$ cat src/hdl/boot_option_pkg.sv
// Package of boot option encodings, addresses, boot types and load states
package boot_option_pkg;

    localparam int CFG_W = 3;
    localparam int PC_W = 32;

    localparam logic [CFG_W-1:0] CFG_LOAD_ASYNC = 3'h0;
    localparam logic [CFG_W-1:0] CFG_LOAD_CAN = 3'h1;
    localparam logic [CFG_W-1:0] CFG_LOAD_SYNC = 3'h2;
    localparam logic [CFG_W-1:0] CFG_EXT_MASTER = 3'h3;
    localparam logic [CFG_W-1:0] CFG_EXT_SLAVE = 3'h4;
    localparam logic [CFG_W-1:0] CFG_RSVD_5 = 3'h5;
    localparam logic [CFG_W-1:0] CFG_SCRATCHPAD = 3'h6;
    localparam logic [CFG_W-1:0] CFG_STOP_7 = 3'h7;
    localparam logic [CFG_W-1:0] CFG_TRISTATE = 3'h0;
    localparam logic [CFG_W-1:0] CFG_EMULATOR = 3'h1;

    localparam logic [PC_W-1:0] PC_BOOT_ROM = 32'hDFFFFFFC;
    localparam logic [PC_W-1:0] PC_EXT_MEM = 32'hA0000000;
    localparam logic [PC_W-1:0] PC_SCRATCHPAD = 32'hD4000000;
    localparam logic [PC_W-1:0] PC_EMULATOR = 32'hDE000000;
    localparam logic [PC_W-1:0] PC_NONE = 32'h00000000;

    typedef enum logic [3:0] {
        BOOT_NONE = 4'h0,
        BOOT_LOAD_ASYNC = 4'h1,
        BOOT_LOAD_CAN = 4'h2,
        BOOT_LOAD_SYNC = 4'h3,
        BOOT_EXT_MASTER = 4'h4,
        BOOT_EXT_SLAVE = 4'h5,
        BOOT_SCRATCHPAD = 4'h6,
        BOOT_TRISTATE = 4'h7,
        BOOT_EMULATOR = 4'h8,
        BOOT_RESERVED = 4'h9,
        BOOT_STOP = 4'hA
    } boot_type_t;

    // Gray along reset -> sampled -> running
    typedef enum logic [1:0] {
        ST_RESET = 2'h0,
        ST_SAMPLED = 2'h1,
        ST_RUN = 2'h3,
        ST_HALT = 2'h2
    } load_state_t;

endpackage : boot_option_pkg

$ cat src/hdl/boot_sel_if.sv
// Interface carrying the latched boot selection between modules
`timescale 1ns/1ps
interface boot_sel_if;
    import boot_option_pkg::*;
    logic break_in_n;
    logic test_mode_n;
    logic [CFG_W-1:0] cfg;
    boot_type_t boot_type;
    logic [PC_W-1:0] pc_start;
    logic [PC_W-1:0] user_entry;
    logic via_rom;
    logic halt;
    logic tristate;
    modport decoder (
        input break_in_n, test_mode_n, cfg,
        output boot_type, pc_start, user_entry, via_rom, halt, tristate
    );
    modport top (
        output break_in_n, test_mode_n, cfg,
        input boot_type, pc_start, user_entry, via_rom, halt, tristate
    );
endinterface : boot_sel_if

$ cat src/hdl/boot_option_decoder.sv
// Boot option decoder: samples straps at reset release, outputs boot type and PC
// Contract
// - Both straps high, codes 000/001/010 select serial loaders to scratchpad.
// - Both straps high, code 011 boots external memory, bus unit master, A0000000.
// - Both straps high, code 100 boots external memory, bus unit slave, A0000000.
// - Both straps high, code 110 starts directly in scratchpad at D4000000.
// - Break-in low, test-mode high, code 000 tristates all outputs.
// - Break-in low, test-mode high, code 001 goes via ROM to DE000000.
// - Break-in low, test-mode high, codes 010 to 111 reserved, device stopped.
// - Both straps low, every code reserved, device stops.
// - Break-in and test-mode straps are active low.
// - Boot ROM paths load PC with DFFFFFFC first; user entry comes later.
`timescale 1ns/1ps
module boot_option_decoder
    import boot_option_pkg::*;
(
    input wire logic clk,
    input wire logic sys_rst,
    input wire logic break_in_strap_n,
    input wire logic test_mode_strap_n,
    input wire logic [CFG_W-1:0] hw_boot_config,
    output logic boot_valid,
    output boot_type_t boot_type,
    output logic [PC_W-1:0] pc_start,
    output logic [PC_W-1:0] user_entry,
    output logic via_boot_rom,
    output logic cpu_run,
    output logic cpu_halt,
    output logic pads_tristate
);
    boot_sel_if sel ();

    load_state_t state_q;
    load_state_t state_d;
    logic brk_q;
    logic tm_q;
    logic [CFG_W-1:0] cfg_q;
    boot_type_t type_q;
    logic [PC_W-1:0] pc_q;
    logic [PC_W-1:0] entry_q;
    logic rom_q;
    logic halt_q;
    logic tri_q;

    assign sel.break_in_n = brk_q;
    assign sel.test_mode_n = tm_q;
    assign sel.cfg = cfg_q;

    boot_table u_table (
        .sel(sel)
    );

    wire take_w = (state_q == ST_RESET);
    wire decode_w = (state_q == ST_SAMPLED);

    always_comb begin
        state_d = state_q;
        case (state_q)
            ST_RESET: begin
                state_d = ST_SAMPLED;
            end
            ST_SAMPLED: begin
                state_d = sel.halt ? ST_HALT : ST_RUN;
            end
            default: begin
                state_d = state_q;
            end
        endcase
    end

    // Straps taken only in the first cycle after reset release
    always_ff @(posedge clk) begin
        if (sys_rst) begin
            brk_q <= 1'b1;
            tm_q <= 1'b1;
            cfg_q <= 3'h0;
        end else if (take_w) begin
            brk_q <= break_in_strap_n;
            tm_q <= test_mode_strap_n;
            cfg_q <= hw_boot_config;
        end
    end

    always_ff @(posedge clk) begin
        if (sys_rst) begin
            state_q <= ST_RESET;
            type_q <= BOOT_NONE;
            pc_q <= PC_NONE;
            entry_q <= PC_NONE;
            rom_q <= 1'b0;
            halt_q <= 1'b0;
            tri_q <= 1'b0;
        end else begin
            state_q <= state_d;
            if (decode_w) begin
                type_q <= sel.boot_type;
                pc_q <= sel.pc_start;
                entry_q <= sel.user_entry;
                rom_q <= sel.via_rom;
                halt_q <= sel.halt;
                tri_q <= sel.tristate;
            end
        end
    end

    assign boot_valid = (state_q == ST_RUN) || (state_q == ST_HALT);
    assign boot_type = type_q;
    assign pc_start = pc_q;
    assign user_entry = entry_q;
    assign via_boot_rom = rom_q;
    assign cpu_halt = halt_q;
    assign pads_tristate = tri_q;
    // Tristated chip does not execute either
    assign cpu_run = (state_q == ST_RUN) && !tri_q;
endmodule : boot_option_decoder

$ cat src/hdl/boot_table.sv
// Combinational boot table lookup from latched straps
`timescale 1ns/1ps
module boot_table
    import boot_option_pkg::*;
(
    boot_sel_if.decoder sel
);
    function automatic boot_type_t decode_type(input logic brk_n, input logic tm_n,
                                               input logic [CFG_W-1:0] cfg);
        boot_type_t t;
        t = BOOT_STOP;
        if (brk_n && tm_n) begin
            case (cfg)
                CFG_LOAD_ASYNC: t = BOOT_LOAD_ASYNC;
                CFG_LOAD_CAN: t = BOOT_LOAD_CAN;
                CFG_LOAD_SYNC: t = BOOT_LOAD_SYNC;
                CFG_EXT_MASTER: t = BOOT_EXT_MASTER;
                CFG_EXT_SLAVE: t = BOOT_EXT_SLAVE;
                CFG_SCRATCHPAD: t = BOOT_SCRATCHPAD;
                CFG_RSVD_5: t = BOOT_RESERVED;
                default: t = BOOT_STOP;
            endcase
        end else if (!brk_n && tm_n) begin
            if (cfg == CFG_TRISTATE) begin
                t = BOOT_TRISTATE;
            end else if (cfg == CFG_EMULATOR) begin
                t = BOOT_EMULATOR;
            end else begin
                t = BOOT_STOP;
            end
        end else begin
            t = BOOT_STOP;
        end
        return t;
    endfunction : decode_type

    boot_type_t t_w;
    assign t_w = decode_type(sel.break_in_n, sel.test_mode_n, sel.cfg);
    assign sel.boot_type = t_w;

    wire rom_w = (t_w == BOOT_LOAD_ASYNC) || (t_w == BOOT_LOAD_CAN) ||
                 (t_w == BOOT_LOAD_SYNC) || (t_w == BOOT_EXT_MASTER) ||
                 (t_w == BOOT_EXT_SLAVE) || (t_w == BOOT_EMULATOR);
    assign sel.via_rom = rom_w;
    // Boot ROM paths start at the ROM entry
    assign sel.pc_start = rom_w ? PC_BOOT_ROM :
                          (t_w == BOOT_SCRATCHPAD) ? PC_SCRATCHPAD : PC_NONE;
    assign sel.user_entry = (t_w == BOOT_EXT_MASTER || t_w == BOOT_EXT_SLAVE) ? PC_EXT_MEM :
                            (t_w == BOOT_EMULATOR) ? PC_EMULATOR :
                            (t_w == BOOT_NONE || t_w == BOOT_TRISTATE ||
                             t_w == BOOT_RESERVED || t_w == BOOT_STOP) ? PC_NONE :
                            PC_SCRATCHPAD;
    // Reserved 101 is treated as a halt as well
    assign sel.halt = (t_w == BOOT_STOP) || (t_w == BOOT_RESERVED);
    assign sel.tristate = (t_w == BOOT_TRISTATE);
endmodule : boot_table

$ cat config.mk
export PLATFORM = sky130hd
export DESIGN_NAME = boot_option_decoder
export DESIGN_NICKNAME = d
export VERILOG_FILES = /design/src/hdl/boot_option_pkg.sv /design/src/hdl/boot_sel_if.sv /design/src/hdl/boot_option_decoder.sv /design/src/hdl/boot_table.sv
export SDC_FILE = /design/constraint.sdc
export NUM_CORES = 1
export LEC_CHECK = 0
export ABC_AREA = 0
export BUFFER_PORTS_ARGS = -buffer_cell sky130_fd_sc_hd__clkbuf_2
export CORE_MARGIN = 8
export CORE_UTILIZATION = 47
export CTS_CLUSTER_SIZE = 20
export DETAILED_ROUTE_END_ITERATION = 10
export GPL_ROUTABILITY_DRIVEN = 0
export PLACE_DENSITY = 0.84
export SETUP_SLACK_MARGIN = 0.02
export SYNTH_ARGS = -nofsm -noshare
export SYNTH_HDL_FRONTEND = slang
export SYNTH_SLANG_ARGS = --single-unit
$ cat constraint.sdc
create_clock -name clk -period 1.9 [get_ports clk]
set_input_delay 0.285 -clock clk [delete_from_list [all_inputs] [get_ports clk]]
set_output_delay 0.285 -clock clk [all_outputs]
set_load 0.005 [all_outputs]
==> metrics.md, run 1 <==
| Metric | Value |
|---|---|
| Mapped Area | 1360 µm² |
| Fin. Hold Viols | 0 |
| Pin count of the biggest net entering global routing | 28 |
| CP Buf/Inv Count | 1 |
| Die width | 69.7 µm |
| Number of synthesized register bits | 19 |
| CTS resizes | 0 |
| Met1 Usage GRT | 0.114 |
| Top Family by Delay on Critical Path | flip-flops |
| Worst-case clock skew | 0.00178 ns |
| Starting density of the core | 0.492 |
| Met2 Usage GRT | 0.156 |
| Pwr/cell area | 799 nW/µm² |
| Minimum clock period | about 1.6 ns |
| Slew HR | 0.552 |
| Max Cap Viol | 0 |
| Worst min path class | in2reg |
| Share of layout cells above drive strength 1 | 0.326 |
| Status | finished, final reports clean |
| Worst slew pin tran | 0.671 ns |
| Critical Path End | pc_start[21] |
| CP max-delay cell | dfxtp_1 |
| Kind of critical path | reg2out |
| Ys flop type | dfxtp_1 |
| Stages on worst setup path | 1 |
| Wire length per cell | 12.4 µm |
| Worst Reg2Reg Path Length in Cells | 4 |
| VDD IR max | 0.000604 V |
| Net Sw Frac | 0.342 |
| CTS Root Cell | clkbuf_4 |
| Req. time, crit path | 1.62 ns |
| CTS Hold Bufs | 0 |
| Hpwl dp | 2.02 mm |
| Global routing's busiest layer | met2 |
| Final instance area | 1250 µm² |
| Iter 0 DRT Violations | 52 |
| CP startpoint kind | register |
| Port Buffers | 51 |
| Initial DRT Pass Iterations | 4 |
| Post-synth ARST share | 0 |
| Worst reg2reg path endpoint | user_entry[29]$_SDFFE_PP0P_ |
| Clock sink count | 19 |
| Grt total ovfl | 0 |
| Seq pwr share | 0.512 |
| WL final | 2.59 mm |
| # IOs | 80 |
| Peak per-stage delay on the critical path | 0.77 ns |
| Final setup fails | 0 |
| CTS H-Tree Depth | 1 |
| Share of total power in combinational logic | 0.283 |
| Cts bufs inserted | 3 |
| Count leader, synth | buf_4 |
| CTS clk-pin slew, worst paths | 0.10 ns |
| Netlist cell types | 36 |
| Max-slew violation count | 0 |
| Post-synth top cells | buf_4 (62), dfxtp_1 (19), nand2_1 (12), nor2_1 (10), a21oi_1 (8) |
| Fmax | 630 MHz |
| Sequential fraction of the synthesis area | 0.280 |
| Crit path cell chain | clkbuf_2 |
| CTS tree | yes |
| Area delta synth->final | -7.65% |
| Antenna viol nets, final | 0 |
| Gr usage total | 0.103 |
| Max Buffers Root-to-Sink | 2 |
| Cells after Synth | 167 |
| YS warnings | 0 |
| R2R setup slack | 0.52 ns |
| First-pass GRT wire length | 4.26 mm |
| DRC violations left | 0 |
| Row count | 19 |
| Leakage Power | about 0.66 nW |
| Layout net count | between 150 and 200 |
| Final Cycle Share | 0.836 |
| Crit path DAT | 1.30 ns |
| Synth area leader | buf_4 |
| Post-synth top area share | 0.343 |
| Vias per cell | 4.59 |
| Total die area | slightly below 5000 µm² |
| Met3 Usage GRT | 0.0572 |
| Mean post-synth cell area | 8.13 µm² |
| Crit path from | pc_start[27]$_SDFFE_PP0P_ |
| Post-DP Area | approximately 1200 µm² |
| Core ar. | 2760 µm² |
| Routed vias | 959 |
| Ranking of synthesized cells by area | buf_4 (34%), dfxtp_1 (28%), nand2_1 (3.3%) |
| EDFF count, synth | 0 |
| Critical path capture point type | output port |
| Post-CTS setup buffers | 0 |
| Final core occ | 0.455 |
| Internal | 0.658 mW |
| Die Y-Extent | 69.7 µm |
| FILL cells | 270 |
| Worst R2R Start | cfg_q[0]$_SDFFE_PP0P_ |
| Clock power frac | 0.205 |
| Antenna cells | 0 |
| Vias in the first global route | around 900 |
| Clock Latency Late Sink | 0.30 ns |
| Setup TNS | 0 ns |
| Unrepaired setup endpoints after global routing | no |
| Initial antenna violation count | 0 |
| Sw power | about 0.34 mW |
| Crit Path Max Fanout | 27 |
cell type report:
cell class / instances / area, µm² / area share
multi-input cells: 101 / 542 / 0.432
flip-flops and latches: 19 / 380 / 0.303
repair buffers: 51 / 255 / 0.204
well taps: 31 / 38.8 / 0.0309
clock buffers: 4 / 26.3 / 0.0210
inverters: 3 / 11.3 / 0.00898
worst min path at each step:
| stage | start | end | slack (ns) | cells past startpoint |
|---|---|---|---|---|
| 2_1_floorplan | test_mode_strap_n | sel.test_mode_n$_SDFFE_PP1P_ | 0.41 | 2 |
| 3_3_place_gp | boot_type[0]$_SDFFE_PP0P_ | boot_type[0]$_SDFFE_PP0P_ | 0.44 | 2 |
| 3_5_place_dp | user_entry[31]$_SDFFE_PP0P_ | user_entry[31]$_SDFFE_PP0P_ | 0.45 | 2 |
| 4_1_cts | test_mode_strap_n | sel.test_mode_n$_SDFFE_PP1P_ | 0.19 | 3 |
| 5_1_grt | hw_boot_config[2] | cfg_q[2]$_SDFFE_PP0P_ | 0.18 | 3 |
| 6_report | test_mode_strap_n | sel.test_mode_n$_SDFFE_PP1P_ | 0.19 | 3 |
sequential cells by signal (all words and copies together), names as in the netlist:
signal and cells:
cpu_halt 1, boot_type 4, pc_start 2, pads_tristate 1, user_entry 4, brk_q 1, state_q 2, cfg_q 3
sel.test_mode_n 1
cell families (layout without fill, tap and decap cells):
logic type,Yosys count,after routing,synth area share
buf+inv,74,58,0.395
simple gates,38,38,0.149
compound gates,32,32,0.151
flops,19,19,0.280
mux,2,2,0.0147
other cells,1,28,0.00276
xor+xnor,1,1,0.00645
stage by stage:
step	power [mW]	cells	hold slack [ns]	worst slack (ns)
after floorplan	0.840	194	0.408	0.675
after global placement	0.799	205	0.445	0.557
after detailed placement	0.808	205	0.454	0.539
after CTS	1.01	209	0.185	0.257
after global routing	1.08	209	0.184	0.157
final	1.00	209	0.190	0.312
power groups by stage:
stage | sequential (mW) | clock, mW | combinational, mW
6_report | 0.513 | 0.205 | 0.283
3_3_place_gp | 0.518 | 0 | 0.281
4_1_cts | 0.513 | 0.212 | 0.287
5_1_grt | 0.525 | 0.234 | 0.319
3_5_place_dp | 0.522 | 0 | 0.285
2_1_floorplan | 0.484 | 0 | 0.356
cells in the final DEF, fill, tap and decap left out, types with 4 or more instances in the layout:
cell type	n
conb_1	28
clkbuf_2	51
nand2_1	12
nor2_1	10
a21oi_1	8
o21ai_0	4
dfxtp_1	19
o21ai_1	5
metal layers:
| layer | up-vias | share of wire | wire length [µm] |
|---|---|---|---|
| met4 | 0 | 0.020 | 51 |
| met5 | - | 0 | 0 |
| met1 | 419 | 0.44 | 1140 |
| met2 | 53 | 0.44 | 1130 |
| li1 | 483 | - | - |
| met3 | 4 | 0.11 | 274 |
No activity file was read; power rests on OpenSTA's default activity.
==> inputs of run 2 (changes only) <==
--- a/config.mk
+++ b/config.mk
@@ -8,11 +8,11 @@
 export ABC_AREA = 0
 export BUFFER_PORTS_ARGS = -buffer_cell sky130_fd_sc_hd__clkbuf_2
 export CORE_MARGIN = 8
-export CORE_UTILIZATION = 47
+export CORE_UTILIZATION = 43
 export CTS_CLUSTER_SIZE = 20
 export DETAILED_ROUTE_END_ITERATION = 10
 export GPL_ROUTABILITY_DRIVEN = 0
-export PLACE_DENSITY = 0.84
+export PLACE_DENSITY = 0.78
 export SETUP_SLACK_MARGIN = 0.02
 export SYNTH_ARGS = -nofsm -noshare
 export SYNTH_HDL_FRONTEND = slang
==> constraint.sdc (replaced) <==
create_clock -name clk -period 1.6 [get_ports clk]
set_input_delay 0.24 -clock clk [delete_from_list [all_inputs] [get_ports clk]]
set_output_delay 0.24 -clock clk [all_outputs]
set_load 0.005 [all_outputs]
==> run 2 against run 1 <==
Die area increased by 7.1%. Combinational power grew 26%. Final area rose by 1.9%. Via count down 1.6%. Worst hold slack worse by 0.047 ns. Sequential power up 15%.
==> metrics.md, run 2 (synthesis results as in run 1) <==
| Metric | Value |
|---|---|
| Status | finished, final reports clean |
| Worst min path class | in2reg |
| Cts bufs inserted | 3 (unchanged) |
| Final Cycle Share | 0.880 |
| Commonest cells after routing, fill and taps aside | clkbuf_2 (51), conb_1 (28), dfxtp_1 (19) |
| Req. time, crit path | 1.80 ns (+0.18 ns) |
| Leakage Power | 0.669 nW (+0.78%) |
| Setup TNS | 0 ns (unchanged) |
| Final setup fails | 0 (unchanged) |
| Initial antenna violation count | 0 (unchanged) |
| Fin. Hold Viols | 0 (unchanged) |
| Hpwl dp | 2.11 mm (+4.2%) |
| Grt total ovfl | 0 (unchanged) |
| Iter 0 DRT Violations | 77 (+48%) |
| CTS clk-pin slew, worst paths | 0.10 ns (about the same) |
| Initial DRT Pass Iterations | 4 (unchanged) |
| Hold depth | 3 (unchanged) |
| FILL cells | 322 (+19%) |
| Vias per cell | 4.23 (-7.7%) |
| Starting density of the core | 0.448 (-0.0439) |
| Critical path capture point type | register |
| Max-slew violation count | 0 (unchanged) |
| Post-CTS setup buffers | 0 (unchanged) |
| Commonest non-fill, non-tap cell in the layout | clkbuf_2 |
| First-pass GRT wire length | 4.23 mm (-0.82%) |
| Die Y-Extent | 72.2 µm (+3.5%) |
| Crit path DAT | 1.61 ns (+0.31 ns) |
| Gr usage total | 0.0996 (-0.00297) |
| Unrepaired setup endpoints after global routing | no |
| Wire length per cell | 11.6 µm (-6.2%) |
| Antenna cells | 0 (unchanged) |
| Kind of critical path | reg2reg |
| Min-delay src | hw_boot_config[1] |
| Share of layout cells above drive strength 1 | 0.330 (+0.00377) |
| Crit Path Max Fanout | 11 (-59%) |
| R2R setup slack | 0.19 ns (-0.33 ns) |
| Worst-case clock skew | 0.00749 ns (+0.00571 ns) |
| DP Cell Count | 219 (+6.8%) |
| Routed vias | 944 (-1.6%) |
| DRC violations left | 0 (unchanged) |
| Worst Reg2Reg Path Length in Cells | 4 (unchanged) |
| Minimum clock period | about 1.4 ns |
| Die width | 72.2 µm (+3.5%) |
| Pin count of the biggest net entering global routing | 27 (-3.6%) |
| CTS Root Cell | clkbuf_4 |
| CTS Hold Bufs | 0 (unchanged) |
| CTS resizes | 0 (unchanged) |
| Row count | 20 (+1) |
| CTS H-Tree Depth | 1 (unchanged) |
| Max Buffers Root-to-Sink | 2 (unchanged) |
| Non-Filler Instances | 223 (+6.7%) |
| Vias in the first global route | 931 (+3.9%) |
| CTS tree | yes |
| Core ar. | 3030 µm² (+9.8%) |
| Max Cap Viol | 0 (unchanged) |
| Total die area | 5210 µm² (+7.1%) |
| Antenna viol nets, final | 0 (unchanged) |
| Pwr/cell area | 929 nW/µm² (+16%) |
| Clock sink count | 19 (unchanged) |
| Port Buffers | 51 (unchanged) |
| WHS Endpoint | cfg_q[1]$_SDFFE_PP0P_ |
| Worst R2R Start | cfg_q[0]$_SDFFE_PP0P_ |
| Worst reg2reg path endpoint | user_entry[29]$_SDFFE_PP0P_ |
| # IOs | 80 (unchanged) |
| Layout net count | 187 (+0.54%) |
| CP startpoint kind | register |
| Area delta synth->final | -5.90% |
| VDD IR max | 0.000237 V (-61%) |
| WL final | 2.59 mm (about the same) |
| Clock Latency Late Sink | 0.30 ns (about the same) |
| Fmax | 710 MHz |
==> run 2: changes by cell type in the layout (fill, tap and decap cells not counted) <==
cell   change
buf_4      +1
==> run 2: layout make-up <==
cell class	count	area, µm²	share of cell area
clock buffer	4	26.3	0.0206
tap	44	55.1	0.0431
multi-input combinational	101	542	0.424
sequential	19	380	0.298
timing repair buffer	52	263	0.206
inverter	3	11.3	0.00881
==> run 2: power breakdown <==
part	leakage, nW	switching, mW	internal (mW)
registers	0.157	0.0692	0.522
logic	0.497	0.190	0.167
clock network	0.0150	0.142	0.0973
total	0.669	0.401	0.786
==> run 2: worst max-delay path, stage by stage, from the launching register on <==
cell and delay (ns):
dfxtp_1 0.52, nor2b_1 0.30, mux2i_1 0.27, o21ai_1 0.07, and2_1 0.14
==> run 2: worst max-delay path by stage <==
stage,from,end,slack (ns),depth (start not counted)
floorplan,pc_start[27]$_SDFFE_PP0P_,pc_start[10],0.42,1
global placement,cfg_q[0]$_SDFFE_PP0P_,user_entry[29]$_SDFFE_PP0P_,0.26,4
detailed placement,state_q[0]$_SDFFE_PP0P_,pc_start[27]$_SDFFE_PP0P_,0.22,4
CTS,state_q[1]$_SDFFE_PP0P_,cpu_run,0.18,2
global route,state_q[0]$_SDFFE_PP0P_,pc_start[27]$_SDFFE_PP0P_,0.04,4
finish,cfg_q[0]$_SDFFE_PP0P_,user_entry[29]$_SDFFE_PP0P_,0.19,4
==> run 2: per-stage QoR <==
stage | cell area [µm²] | utilization | hold slack (ns) | power, mW | setup slack [ns]
floorplan | 1460 | - | 0.363 | 0.997 | 0.420
global placement | 1250 | 0.413 | 0.449 | 0.956 | 0.263
detailed placement | 1250 | 0.413 | 0.449 | 0.965 | 0.217
CTS | 1280 | 0.422 | 0.133 | 1.20 | 0.183
global route | 1280 | 0.422 | 0.156 | 1.29 | 0.0439
finish | 1280 | 0.422 | 0.143 | 1.19 | 0.192
==> run 2: layer usage <==
layer	share of wire	vias to the layer above	track usage
met1	0.43	407	0.107
met5	0	-	0
met4	0.022	0	0.0612
met3	0.11	5	0.0413
met2	0.43	47	0.158
li1	-	485	-
